===== src/dpll_ctrl_regs.svh =====
`ifndef DPLL_CTRL_REGS_SVH
`define DPLL_CTRL_REGS_SVH
// Serial word and destination select
`define WORD_W      22
`define SEL_HI      1
`define SEL_LO      0
`define DEST_L2_REF 2'h0
`define DEST_L2_CNT 2'h1
`define DEST_L1_REF 2'h2
`define DEST_L1_CNT 2'h3
// Reference latch fields
`define REF_SS_HI   21
`define REF_SS_LO   20
`define REF_HIZ     19
`define REF_GAIN    18
`define REF_POL     17
`define REF_R_MSB   15
`define REF_R_LSB   2
// Counter latch fields
`define CNT_PD      21
`define CNT_MOD     20
`define CNT_B_MSB   19
`define CNT_B_LSB   9
`define CNT_A_MSB   7
`define CNT_A_LSB   2
// Divider widths and prescaler moduli
`define R_W         14
`define B_W         11
`define A_W         6
`define PRE_W       7
`define PRE_SMALL   7'h20
`define PRE_LARGE   7'h40
// Antibacklash width in ns, clock rate in MHz
`define ABL_NS      3
`define CLK_MHZ     100
`define ABL_RAW     ((`ABL_NS * `CLK_MHZ + 999) / 1000)
`define ABL_CYC     ((`ABL_RAW < 1) ? 1 : `ABL_RAW)
// Longest one-sided pump pulse still counted as locked
`define LOCK_TOL    4'h2
// Status output selections
`define MUX_W       4
`define MUX_HIZ     4'h0
`define MUX_LD2     4'h1
`define MUX_REF2    4'h2
`define MUX_FB2     4'h3
`define MUX_LD1     4'h4
`define MUX_REF1    4'h5
`define MUX_FB1     4'h6
`define MUX_LDB     4'h7
`define MUX_RST2    4'h8
`define MUX_RST1    4'h9
`define MUX_RSTB    4'hA
`define MUX_HIGH    4'hB
`define MUX_LOW     4'hC
// Synchroniser lanes
`define PIN_N       6
`define PIN_SCLK    0
`define PIN_SDATA   1
`define PIN_LE      2
`define PIN_REF     3
`define PIN_RF2     4
`endif


===== src/dpll_pkg.sv =====
`include "dpll_ctrl_regs.svh"
package dpll_pkg;
  // Power-down sequencing per loop
  typedef enum logic [1:0] {PD_RUN, PD_PUMP_OFF, PD_DOWN} pd_state_t;
  typedef logic [`WORD_W-1:0] word_t; // Serial word
  typedef logic [`R_W-1:0]    rdiv_t; // Reference divide value
  typedef logic [`B_W-1:0]    bcnt_t; // Main counter
  typedef logic [`A_W-1:0]    acnt_t; // Swallow counter
endpackage


===== src/pin_sync_if.sv =====
`timescale 1ns/1ns
`include "dpll_ctrl_regs.svh"
interface pin_sync_if;
  logic [`PIN_N-1:0] level; // Synchronised pin levels
  logic [`PIN_N-1:0] rise;  // One-cycle rising-edge pulses
  modport src (output level, output rise);
  modport dst (input level, input rise);
endinterface


===== src/dpll_ctrl_core.sv =====
`timescale 1ns/1ns
`include "dpll_ctrl_regs.svh"
// Functional notes
// - Shift data in on serial clock rise
// - Word arrives MSB first, bit 21 first
// - Latch enable rise loads one latch
// - Destination from word bits 1 and 0
// - Select 00/01/10/11 picks latch
// - Loop-two reference latch field layout
// - Loop-one counter latch field layout
// - 14-bit reference, 17-bit feedback divider
// - Four select bits steer status output
// - Lock shows high with low pulses
// - Combined lock needs both loops locked
// - Counter reset holds counters, pump off
// - Counters restart aligned after reset release
// - Loop-one gain set drives fastlock output
// - Power-down with pump on: pump first
// - Power-down with pump off: immediate
// - Power-down loads dividers, debiases input
// - Oscillator off only when both down
// - Writes keep working during power-down
// - Clearing power-down resumes loop at once
// - Comparator adds short antibacklash pulse
// - Bit 20 picks prescaler modulus
// - Pump three-state bit sets high impedance
module dpll_ctrl_core
  import dpll_pkg::*;
#(
  parameter int LOCK_CMP = 15 // Clean comparisons to show lock
) (
  input  wire logic       clock,        // 100 MHz clock
  input  wire logic       sys_rst,      // Sync reset, high
  input  wire logic       serial_clk,   // Serial clock pin
  input  wire logic       serial_data,  // Serial data pin
  input  wire logic       latch_strobe, // Latch enable pin
  input  wire logic       ref_in,       // Reference oscillator pin
  input  wire logic [1:0] rf_in,        // Prescaler inputs, [1] one
  output logic [1:0]      pump_up,      // Pump source, [1] one
  output logic [1:0]      pump_dn,      // Pump sink, [1] one
  output logic [1:0]      pump_hiz,     // Pump high impedance
  output logic [1:0]      pump_gain_hi, // Pump high current
  output logic [1:0]      input_debias, // RF input powered down
  output logic            ref_osc_en,   // Reference oscillator on
  output logic            status_select_output,    // Pin level
  output logic            status_select_output_oe  // Pull-down on
);
  // Lock counter is eight bits wide
  if (LOCK_CMP < 1 || LOCK_CMP > 255) begin : g_bad_lock
    $error("dpll_ctrl_core: LOCK_CMP out of range");
  end

  localparam logic [7:0] LK_MAX = 8'(LOCK_CMP); // Lock threshold
  localparam logic [1:0] ABL    = 2'(`ABL_CYC); // Overlap cycles

  // Pin synchroniser
  pin_sync_if ps ();

  pin_sync #(
    .N (`PIN_N)
  ) u_sync (
    .clock   (clock),
    .sys_rst (sys_rst),
    .pins    ({rf_in, ref_in, latch_strobe, serial_data,
               serial_clk}),
    .ps      (ps)
  );

  // Shift register and the four latches
  word_t sh_q, sh_d;     // Input shift register
  word_t lat_q [4];      // Destination latches
  word_t lat_d [4];      // Next latch contents

  // Next shift and latch values
  always_comb begin
    sh_d = sh_q;
    for (int k = 0; k < 4; k++) begin
      lat_d[k] = lat_q[k];
    end
    // New bit enters at the bottom, first bit ends at the top
    if (ps.rise[`PIN_SCLK]) begin
      sh_d = {sh_q[`WORD_W-2:0], ps.level[`PIN_SDATA]};
    end
    // Loads go on in every power-down mode
    if (ps.rise[`PIN_LE]) begin
      lat_d[sh_q[`SEL_HI:`SEL_LO]] = sh_q;
    end
  end

  // Register shift and latches
  always_ff @(posedge clock) begin
    if (sys_rst) begin
      sh_q <= '0;
      for (int k = 0; k < 4; k++) begin
        lat_q[k] <= '0;
      end
    end else begin
      sh_q <= sh_d;
      for (int k = 0; k < 4; k++) begin
        lat_q[k] <= lat_d[k];
      end
    end
  end

  // Fields per loop, index 0 loop two, 1 loop one
  logic [1:0] pd_bit;    // Power-down bit
  logic [1:0] hiz_bit;   // Pump three-state bit
  logic [1:0] gain_bit;  // Pump gain bit
  logic [1:0] pol_bit;   // Detector polarity bit
  logic [1:0] mod_bit;   // Prescaler modulus bit
  logic [1:0] crst;      // Counter reset from status select
  rdiv_t      rdiv [2];  // Reference divide value
  bcnt_t      bval [2];  // Main count
  acnt_t      aval [2];  // Swallow count
  logic [`MUX_W-1:0] mux_sel; // Status select
  logic       fastlock;  // Fastlock active

  // Per-loop state seen by the status mux and the pump and debias outputs
  logic [1:0] locked;    // Loop locked
  logic [1:0] up;        // Raw comparator up
  logic [1:0] dn;        // Raw comparator down
  logic [1:0] rtick;     // Divided reference pulse
  logic [1:0] ftick;     // Divided feedback pulse
  logic [1:0] hiz;       // Pump off for any reason
  logic [1:0] pwr_dn;    // Loop powered down

  for (genvar i = 0; i < 2; i++) begin : g_fld
    localparam int RI = 2 * i;     // Reference latch index
    localparam int CI = 2 * i + 1; // Counter latch index
    assign hiz_bit[i]  = lat_q[RI][`REF_HIZ];
    assign gain_bit[i] = lat_q[RI][`REF_GAIN];
    assign pol_bit[i]  = lat_q[RI][`REF_POL];
    assign rdiv[i]     = lat_q[RI][`REF_R_MSB:`REF_R_LSB];
    assign pd_bit[i]   = lat_q[CI][`CNT_PD];
    assign mod_bit[i]  = lat_q[CI][`CNT_MOD];
    assign bval[i]     = lat_q[CI][`CNT_B_MSB:`CNT_B_LSB];
    assign aval[i]     = lat_q[CI][`CNT_A_MSB:`CNT_A_LSB];
  end

  // Two select bits come from each reference latch
  assign mux_sel = {lat_q[`DEST_L1_REF][`REF_SS_HI],
                    lat_q[`DEST_L1_REF][`REF_SS_LO],
                    lat_q[`DEST_L2_REF][`REF_SS_HI],
                    lat_q[`DEST_L2_REF][`REF_SS_LO]};
  assign crst[0] = (mux_sel == `MUX_RST2) ||
                   (mux_sel == `MUX_RSTB);
  assign crst[1] = (mux_sel == `MUX_RST1) ||
                   (mux_sel == `MUX_RSTB);
  assign fastlock = lat_q[`DEST_L1_REF][`REF_GAIN];

  // Per-loop sequencing, dividers and comparator
  for (genvar i = 0; i < 2; i++) begin : g_loop
    pd_state_t st_q, st_d;           // Power-down state
    logic      hold;                 // Dividers in load state
    rdiv_t     r_q, r_d;             // Reference count
    logic [`PRE_W-1:0] pre_q, pre_d; // Prescaler count
    logic [`PRE_W-1:0] modv;         // Current modulus
    bcnt_t     b_q, b_d;             // Main count left
    acnt_t     a_q, a_d;             // Swallow count left
    logic      rt_q, rt_d;           // Reference tick
    logic      ft_q, ft_d;           // Feedback tick
    logic      up_q, up_d;           // Up request
    logic      dn_q, dn_d;           // Down request
    logic [1:0] abl_q, abl_d;        // Overlap counter
    logic [3:0] err_q, err_d;        // One-sided run length
    logic      bad_q, bad_d;         // Wide error this period
    logic [7:0] lk_q, lk_d;          // Clean comparisons

    // Power-down sequencer next state
    always_comb begin
      st_d = st_q;
      case (st_q)
        PD_RUN: begin
          // Pump already off: go down on the loading strobe
          if (pd_bit[i]) begin
            st_d = hiz_bit[i] ? PD_DOWN : PD_PUMP_OFF;
          end
        end
        PD_PUMP_OFF: begin
          // Pump is switched off on entering this state, one cycle before down
          st_d = pd_bit[i] ? PD_DOWN : PD_RUN;
        end
        PD_DOWN: begin
          if (!pd_bit[i]) begin
            st_d = PD_RUN;
          end
        end
        default: begin
          st_d = PD_RUN; // Recover from illegal code
        end
      endcase
    end

    // Register sequencer
    always_ff @(posedge clock) begin
      if (sys_rst) begin
        st_q <= PD_RUN;
      end else begin
        st_q <= st_d;
      end
    end

    assign pwr_dn[i] = (st_q == PD_DOWN);
    assign hold      = pwr_dn[i] | crst[i];
    assign hiz[i]    = hiz_bit[i] | crst[i] |
                       (st_q != PD_RUN);
    // Swallow cycles run at the selected modulus plus one
    assign modv = (mod_bit[i] ? `PRE_LARGE : `PRE_SMALL) +
                  ((a_q != '0) ? 7'h01 : 7'h00);

    // Divider and comparator next values
    always_comb begin
      r_d   = r_q;
      pre_d = pre_q;
      b_d   = b_q;
      a_d   = a_q;
      rt_d  = 1'b0;
      ft_d  = 1'b0;
      up_d  = up_q;
      dn_d  = dn_q;
      abl_d = abl_q;
      err_d = err_q;
      bad_d = bad_q;
      lk_d  = lk_q;
      if (hold) begin
        // Load state; both restart on the same cycle
        r_d   = '0;
        pre_d = '0;
        b_d   = bval[i];
        a_d   = aval[i];
        up_d  = 1'b0;
        dn_d  = 1'b0;
        abl_d = '0;
        err_d = '0;
        bad_d = 1'b0;
        lk_d  = '0;
      end else begin
        // Reference divider, zero treated as divide by one
        if (ps.rise[`PIN_REF]) begin
          if (r_q + 14'h0001 >= rdiv[i]) begin
            r_d  = '0;
            rt_d = 1'b1;
          end else begin
            r_d = r_q + 14'h0001;
          end
        end
        // Pulse-swallow feedback divider, N = P*B + A
        if (ps.rise[`PIN_RF2 + i]) begin
          if (pre_q + 7'h01 >= modv) begin
            pre_d = '0;
            if (a_q != '0) begin
              a_d = a_q - 6'h01;
            end
            if (b_q <= 11'h001) begin
              ft_d = 1'b1;
              b_d  = bval[i];
              a_d  = aval[i];
            end else begin
              b_d = b_q - 11'h001;
            end
          end else begin
            pre_d = pre_q + 7'h01;
          end
        end
        // Comparator: both sides fire, then clear together
        if (rt_q) begin
          up_d = 1'b1;
        end
        if (ft_q) begin
          dn_d = 1'b1;
        end
        if (up_q && dn_q) begin
          if (abl_q + 2'h1 >= ABL) begin
            up_d  = 1'b0;
            dn_d  = 1'b0;
            abl_d = '0;
          end else begin
            abl_d = abl_q + 2'h1;
          end
        end
        // Score the period at each reference tick
        if (rt_q) begin
          lk_d  = bad_q ? 8'h00 :
                  ((lk_q == LK_MAX) ? lk_q : lk_q + 8'h01);
          bad_d = 1'b0;
        end
        // A wide one-sided pulse wins over the scoring clear
        if (up_q ^ dn_q) begin
          if (err_q != 4'hF) begin
            err_d = err_q + 4'h1;
          end
          if (err_q >= `LOCK_TOL) begin
            bad_d = 1'b1;
          end
        end else begin
          err_d = '0;
        end
      end
    end

    // Register divider and comparator
    always_ff @(posedge clock) begin
      if (sys_rst) begin
        r_q   <= '0;
        pre_q <= '0;
        b_q   <= '0;
        a_q   <= '0;
        rt_q  <= 1'b0;
        ft_q  <= 1'b0;
        up_q  <= 1'b0;
        dn_q  <= 1'b0;
        abl_q <= '0;
        err_q <= '0;
        bad_q <= 1'b0;
        lk_q  <= '0;
      end else begin
        r_q   <= r_d;
        pre_q <= pre_d;
        b_q   <= b_d;
        a_q   <= a_d;
        rt_q  <= rt_d;
        ft_q  <= ft_d;
        up_q  <= up_d;
        dn_q  <= dn_d;
        abl_q <= abl_d;
        err_q <= err_d;
        bad_q <= bad_d;
        lk_q  <= lk_d;
      end
    end

    assign locked[i] = (lk_q == LK_MAX);
    assign up[i]     = up_q;
    assign dn[i]     = dn_q;
    assign rtick[i]  = rt_q;
    assign ftick[i]  = ft_q;
  end

  // Output registers
  logic [1:0] up_o_q, up_o_d;     // Pump up pin
  logic [1:0] dn_o_q, dn_o_d;     // Pump down pin
  logic [1:0] hiz_o_q, hiz_o_d;   // Pump off pin
  logic [1:0] gain_q, gain_d;     // Pump gain pin
  logic [1:0] deb_q, deb_d;       // Input debias pin
  logic       osc_q, osc_d;       // Oscillator enable
  logic       pull_q, pull_d;     // Status pull-down
  logic       drv_q, drv_d;       // Status pin level
  logic [1:0] ld_sig;             // Lock level with pulses

  // Lock reads high, dropping during each comparator pulse
  for (genvar i = 0; i < 2; i++) begin : g_ld
    assign ld_sig[i] = locked[i] & ~(up[i] | dn[i]);
  end

  // Output next values
  always_comb begin
    for (int k = 0; k < 2; k++) begin
      // Polarity zero swaps the pump direction
      up_o_d[k] = ~hiz[k] & (pol_bit[k] ? up[k] : dn[k]);
      dn_o_d[k] = ~hiz[k] & (pol_bit[k] ? dn[k] : up[k]);
    end
    hiz_o_d = hiz;
    gain_d  = gain_bit;
    deb_d   = pwr_dn;
    osc_d   = ~(pd_bit[0] & pd_bit[1]);
    drv_d   = 1'b0;                      // Open drain only pulls low
    // Pulled low reads as zero; released reads as pull-up high
    case (mux_sel)
      `MUX_LD2:  pull_d = ~ld_sig[0];
      `MUX_LD1:  pull_d = ~ld_sig[1];
      `MUX_LDB:  pull_d = ~(ld_sig[0] & ld_sig[1]);
      `MUX_REF2: pull_d = ~rtick[0];
      `MUX_FB2:  pull_d = ~ftick[0];
      `MUX_REF1: pull_d = ~rtick[1];
      `MUX_FB1:  pull_d = ~ftick[1];
      `MUX_LOW:  pull_d = 1'b1;
      `MUX_HIGH: pull_d = 1'b0;
      default:   pull_d = 1'b0; // Released, counter resets too
    endcase
    // Fastlock grounds the damping resistor regardless
    if (fastlock) begin
      pull_d = 1'b1;
    end
  end

  // Register outputs
  always_ff @(posedge clock) begin
    if (sys_rst) begin
      up_o_q  <= '0;
      dn_o_q  <= '0;
      hiz_o_q <= 2'h3;
      gain_q  <= '0;
      deb_q   <= '0;
      osc_q   <= 1'b1;
      pull_q  <= 1'b0;
      drv_q   <= 1'b0;
    end else begin
      up_o_q  <= up_o_d;
      dn_o_q  <= dn_o_d;
      hiz_o_q <= hiz_o_d;
      gain_q  <= gain_d;
      deb_q   <= deb_d;
      osc_q   <= osc_d;
      pull_q  <= pull_d;
      drv_q   <= drv_d;
    end
  end

  assign pump_up                 = up_o_q;
  assign pump_dn                 = dn_o_q;
  assign pump_hiz                = hiz_o_q;
  assign pump_gain_hi            = gain_q;
  assign input_debias            = deb_q;
  assign ref_osc_en              = osc_q;
  assign status_select_output    = drv_q;
  assign status_select_output_oe = pull_q;
endmodule // dpll_ctrl_core


===== src/pin_sync.sv =====
`timescale 1ns/1ns
`include "dpll_ctrl_regs.svh"
module pin_sync
  import dpll_pkg::*;
#(
  parameter int N = `PIN_N // Number of pins
) (
  input  wire logic         clock,   // System clock
  input  wire logic         sys_rst, // Sync reset, high
  input  wire logic [N-1:0] pins,    // Raw asynchronous pins
  pin_sync_if.src           ps       // Synced levels and edges
);
  // Interface width is fixed by the lane map
  if (N != `PIN_N) begin : g_bad_n
    $error("pin_sync: N must match lane count");
  end

  logic [N-1:0] s1_q, s1_d; // First stage, read only by s2
  logic [N-1:0] s2_q, s2_d; // Second stage, safe level
  logic [N-1:0] s3_q, s3_d; // Delayed copy for edges

  // Next values: plain shift chain
  always_comb begin
    s1_d = pins;
    s2_d = s1_q;
    s3_d = s2_q;
  end

  // Register the chain
  always_ff @(posedge clock) begin
    if (sys_rst) begin
      s1_q <= '0;
      s2_q <= '0;
      s3_q <= '0;
    end else begin
      s1_q <= s1_d;
      s2_q <= s2_d;
      s3_q <= s3_d;
    end
  end

  assign ps.level = s2_q;
  assign ps.rise  = s2_q & ~s3_q; // Edge from settled stages
endmodule // pin_sync


===== config.mk =====
export PLATFORM = sky130hd
export DESIGN_NAME = dpll_ctrl_core
export DESIGN_NICKNAME = d
export VERILOG_FILES = /design/src/dpll_pkg.sv /design/src/pin_sync_if.sv /design/src/dpll_ctrl_core.sv /design/src/pin_sync.sv
export VERILOG_INCLUDE_DIRS = /design/src
export SDC_FILE = /design/constraint.sdc
export NUM_CORES = 1
export LEC_CHECK = 0
export BUFFER_PORTS_ARGS = -buffer_cell sky130_fd_sc_hd__buf_2
export CAP_MARGIN = 15
export CORE_MARGIN = 1.5
export CORE_UTILIZATION = 60
export DETAILED_ROUTE_END_ITERATION = 12
export GPL_TIMING_DRIVEN = 0
export PLACE_DENSITY = 0.77
export REMOVE_ABC_BUFFERS = 1
export SYNTH_ARGS = -nofsm -noshare
export SYNTH_HDL_FRONTEND = slang
export SYNTH_SLANG_ARGS = --single-unit

===== constraint.sdc =====
create_clock -name clock -period 3.6 [get_ports clock]
set_input_delay 0.36 -clock clock [delete_from_list [all_inputs] [get_ports clock]]
set_output_delay 0.36 -clock clock [all_outputs]
set_load 0.02 [all_outputs]

# Word level (Yosys, flattened, before mapping)
# Memory sizes are Yosys's and may differ from the RTL's.
# Index checks and enable logic that the tools add are counted.
# totals
ramBits	88
register_bits	170
mem_count	1
# op_classes
n_eq_ne	25
bitwise_logic	44
n_reduce_logical	33
n_mux	81
addsub	16
n_lt_le_gt_ge	12
# memory_table
memory	words	word_bits	read_ports	rd_ports_with_merged_regs	write_ports	line_no	source
lat_q	4	22	4	0	4	dpll_ctrl_core.sv:71	word_t lat_q [4];
# ops
operator	count
22-bit 2-to-1 mux	5
88-bit bitwise mux	1
11-bit 2-to-1 mux	8
88-bit 2-to-1 mux	1
6-bit 2-to-1 mux	10
22-bit demux with 2-bit select	1
1-bit 2-to-1 mux	32
8-bit 2-to-1 mux	4
14-bit by 1-bit adder with 14-bit output, second input constant	2
14-bit >= comparator	2
14-bit 2-to-1 mux	2
7-bit 2-to-1 mux	4
11-bit by 1-bit less-or-equal comparator with 1-bit output, second input constant	2
11-bit by 1-bit subtractor with 11-bit output, second input constant	2
2-bit 2-to-1 mux	10
1-bit NOT	19
8-bit by 1-bit adder with 8-bit output, second input constant	2
4-bit by 3-bit equality test with 1-bit output, second input constant	4
4-bit equality test, second input constant	4
8-bit by 4-bit equality test with 1-bit output, second input constant	2
7-bit by 1-bit adder with 7-bit output	2
7-bit by 1-bit adder with 7-bit output, second input constant	2
7-bit >= comparator	2
1-bit bitwise OR	12
32 further kinds	76

# Longest topological paths before layout
# logic_depth
ltp_word	8
ltp_mapped	13

# By module
# Synthesis repeated with hierarchy kept, for this count alone.
# unflattened
cells_unflattened	1402
area_unflattened_um2	11549.8
# by_module_without_submodules
module	area_each_um2	seq_area_each_um2	n_inst	cells_each
dpll_ctrl_core	11023.1	4564.4	1	1359
pin_sync	526.8	360.3	1	43

# Worst setup path after synthesis
# No wires, ideal clock.
# synth_path
kind	flip-flop to flip-flop
startpoint	register g_loop[1].r_q[0]
endpoint	register g_loop[1].r_q[13]
n_path_buf	0
slack_ps	850
setup_time_ps	61
path_stages_with_launch	12
synth_period_minus_slack_ps	2750
arrival_ps	2689
path_cell_list	dfxtp_1 -> ha_1 -> and3_1 -> nand3_1 -> or3_1 -> xnor2_1 -> ha_1 -> a21o_1 -> a21oi_1 -> a2bb2oi_2 -> and2_1 -> and3_1
# synth_between
elab_chain_len	3
# synth_rtl
item	line_no	source
from (decl)	dpll_ctrl_core.sv:155	rdiv_t r_q, r_d;
from (signal assigned)	dpll_ctrl_core.sv:317	r_q <= r_d;
14-bit by 1-bit adder with 14-bit output (*)	dpll_ctrl_core.sv:240, dpll_ctrl_core.sv:244	
14-bit >= comparator	dpll_ctrl_core.sv:240	if (r_q + 14'h0001 >= rdiv[i]) begin
14-bit 2-to-1 mux (*)	dpll_ctrl_core.sv:240	
# Mark *: on every way between the ends. The rest lies on a longest branch, timed or not.
# A chain may end at the register's enable or synchronous reset.

# Worst setup path after layout
# layout_path
startpoint	register g_loop[1].r_q[0]
endpoint	register g_loop[1].r_q[11]
# The elaborated chain is that of the path after synthesis.

==> summary.txt <==
Total of max-cap violations -> 0
Max Buffers Root-to-Sink -> 3
H-tree depth -> 1
Ant. Diodes -> 0
CTS Root Buffer Type -> clkbuf_16
Synth Flop Type -> dfxtp_1
Yosys Warn Count -> 0
Num CTS Buffers -> 26
Die area -> 0.0202 sq mm
Clk pin slew, worst setup/hold paths -> 60 ps
Sw power -> 1190 uW
Critical path launch point -> g_loop[1].r_q[0]
Pint -> 4640 uW
Top cell type's share of synthesized area -> 42.2%
RSZ-0062 raised after global routing -> false
Commonest non-fill, non-tap cell in the layout -> nand2_1
Data arrival, critical path -> 3750 ps
Placement Cell Area -> 0.0118 sq mm
Sw Ratio -> 20.4%
Reg2reg setup slack -> 310 ps
Lkg Pwr -> 0.00462 uW
Tcrit/Tclk final -> 91.3%
Final nets -> 1499
Drt drc -> 0
Crit path cell chain -> ha_1 > and3_1 > nand3_1 > or3_1 > xnor2_1 > ha_1 > a21o_1 > a21oi_1 > a2bb2oi_2 > and2_1 > and3_1
Multi-input gate area -> 0.00620 sq mm
CTS tree -> yes
Drt wl/cell -> 14.8 um
Worst Path Required -> 4070 ps
CP Launch Type -> flop
R2R depth -> 11
R2R Path End -> g_loop[1].r_q[11]
Power after layout -> 5840 uW
Fin area -> 0.0128 sq mm
Post-synth EDFFs -> 0
Syn Area/Cell -> 8.03 sq um
CP max FO -> 9
Post-synthesis cell area -> 0.0116 sq mm
First drt pass iteration count -> 5
R2R Path Start -> g_loop[1].r_q[0]
FMAX -> 304 MHz
Sequential area share after synthesis -> 42.2%
Core area -> 0.0188 sq mm
Final slew viol count -> 0
Actual slew at the worst max-slew pin -> 1110 ps
Register area -> 0.00490 sq mm
Hold Path Class -> input pin to flop
Initial core utilization -> 61.8%
Hold buffer count at CTS -> 0
Post-place setup slack -> 287 ps
Area leader, netlist -> dfxtp_1
DIE HEIGHT -> 142 um
Hold_ws -> 37.8 ps
Cell variety after synth -> 70
Register share of total power -> 46.9%
Detailed Route WL -> 25.4 mm
Status -> completed
DR iter-0 viols -> 811
Fraction of layout cells with a size suffix above 1 -> 6.27%
Clock Skew -> 12.7 ps
Synth-to-Final Area Change -> 9.94%
Max incr delay on CP -> 440 ps
Placed Cells -> 1663
Asr flop ratio synth -> 0%
Final setup viols -> 0
Initial antenna violation count -> 0
Hold path depth -> 2
WS Path Type -> flop to flop
Clock latency on the worst-skew pair -> 530 ps
Post-CTS Setup Repair Bufs -> 0
Port buffer count -> 19
Setup WS post-layout -> 314 ps
FF+latch count, synth -> 245
Largest net degree at the start of global routing -> 133
Post-layout min period -> 3290 ps
Clock share of power -> 51.0%
Fillers -> 1554
Standard-cell rows -> 50
GRT Total Usage -> 25.4%
GR Overflow Total -> 0
Most frequent cells in the layout -> nand2_1, dfxtp_1, a21oi_1
Die span in x -> 142 um
I/O pins -> 21
Clock Sinks -> 245
Max_slew headroom -> 25.9%
Final hold vios -> 0
CP Capture Type -> flop
Worst setup path end -> g_loop[1].r_q[11]
First-pass GRT wire length -> 42.5 mm
Post-Layout Cell Count -> 1712
Gpl congestion -> 0.817
Number of global-route vias before repair -> 8860
CP max stage cell -> dfxtp_1
DR vias -> 9740
Main area contributors after synthesis -> dfxtp_1, nand2_1, a21oi_1
Vias per inst -> 5.69
Post-Syn Instances -> 1449
PD cells -> 456 mW/mm^2
Post-cts sizing count -> 0
Logic pwr share -> 2.1%
Post-DP HPWL -> 16.4 mm
Maximum vdd ir drop -> 336 uV
Antenna Violating Nets Remaining -> 0
[power groups by stage]
| stage | sequential [uW] | combinational, uW | clock, uW |
|---|---|---|---|
| 2_1_floorplan | 2800 | 57.4 | 0 |
| 4_1_cts | 2740 | 121 | 3020 |
| 6_report | 2740 | 122 | 2980 |
| 3_5_place_dp | 2800 | 121 | 0 |
| 5_1_grt | 2740 | 135 | 3120 |
| 3_3_place_gp | 2800 | 115 | 0 |
[per-stage QoR]
stage	TNS [ps]	utilization, %
2_1_floorplan	0	-
3_3_place_gp	-96590	62.3
3_5_place_dp	0	62.6
4_1_cts	0	67.8
5_1_grt	0	67.9
6_report	0	67.9
[layer usage]
metal  routed length [um]  global-route usage [%]  vias up
met4                  706                    8.57        0
met2                11700                    41.6      216
met5                    0                       0        -
met1                12000                    35.1     4574
met3                  982                    2.69       57
li1                     -                       -     4893
[cell families (layout without fill, tap and decap cells)]
family	after synthesis	count (layout)	share of synthesized area [%]
compound gates	305	305	15.3
xor+xnor	76	76	5.79
fa+ha+maj	58	58	6.24
buf+inv	126	129	4.62
flops	245	245	42.2
mux	9	9	0.818
other cells	1	1	0.0322
simple gates	629	629	25.0
[final cells by class]
type                       instances  share of cell area [%]
clock buffer                      38                    6.23
clock inverter                     9                    1.36
inverter                          58                    1.70
multi-input combinational       1078                    48.5
sequential                       245                    38.4
tap                              260                    2.54
timing repair buffer              24                    1.33
[cells in the mapped netlist, types with 6 or more instances]
master and number:
a211oi_1 6, a21o_1 15, a21oi_1 178, a31oi_1 10
and2_1 14, and3_1 18, buf_1 6, buf_2 8
buf_4 6, clkbuf_1 43, dfxtp_1 245, ha_1 58
inv_1 57, mux2i_1 8, nand2_1 294, nand2b_1 15
nand3_1 57, nand3b_1 6, nand4_1 13, nor2_1 104
nor2b_1 25, nor3_1 41, nor4_1 10, o211ai_1 8
o21ai_0 39, o21ai_1 7, or3_1 9, xnor2_1 40
xor2_1 35
[worst min path at each step]
stage                    endpoint            from
2_1_floorplan          ref_osc_en    lat_q[1][21]
3_3_place_gp   u_sync.ps.level[3]  u_sync.s1_q[3]
3_5_place_dp   u_sync.ps.level[5]  u_sync.s1_q[5]
4_1_cts            u_sync.s1_q[3]          ref_in
5_1_grt            u_sync.s1_q[4]        rf_in[0]
6_report           u_sync.s1_q[5]        rf_in[1]
[critical path, delay by kind of cell, from the launching register on]
| kind | cells | cell delay [ps] |
|---|---|---|
| AO/OA/AOI/OAI | 3 | 750 |
| XOR/XNOR | 1 | 210 |
| adder cells (fa/ha/maj) | 2 | 520 |
| flip-flops | 1 | 440 |
| AND/OR/NAND/NOR | 5 | 1320 |
[state kept, by name, summed over array words and instances (netlist names), 5 cells and up]
name	count
lat_q	76
g_loop.r_q	28
g_loop.b_q	22
sh_q	22
g_loop.lk_q	16
g_loop.pre_q	14
g_loop.a_q	12
g_loop.err_q	8
u_sync.ps.level	6
u_sync.s1_q	6
u_sync.s3_q	5
Power figures use the tool's default switching activity.
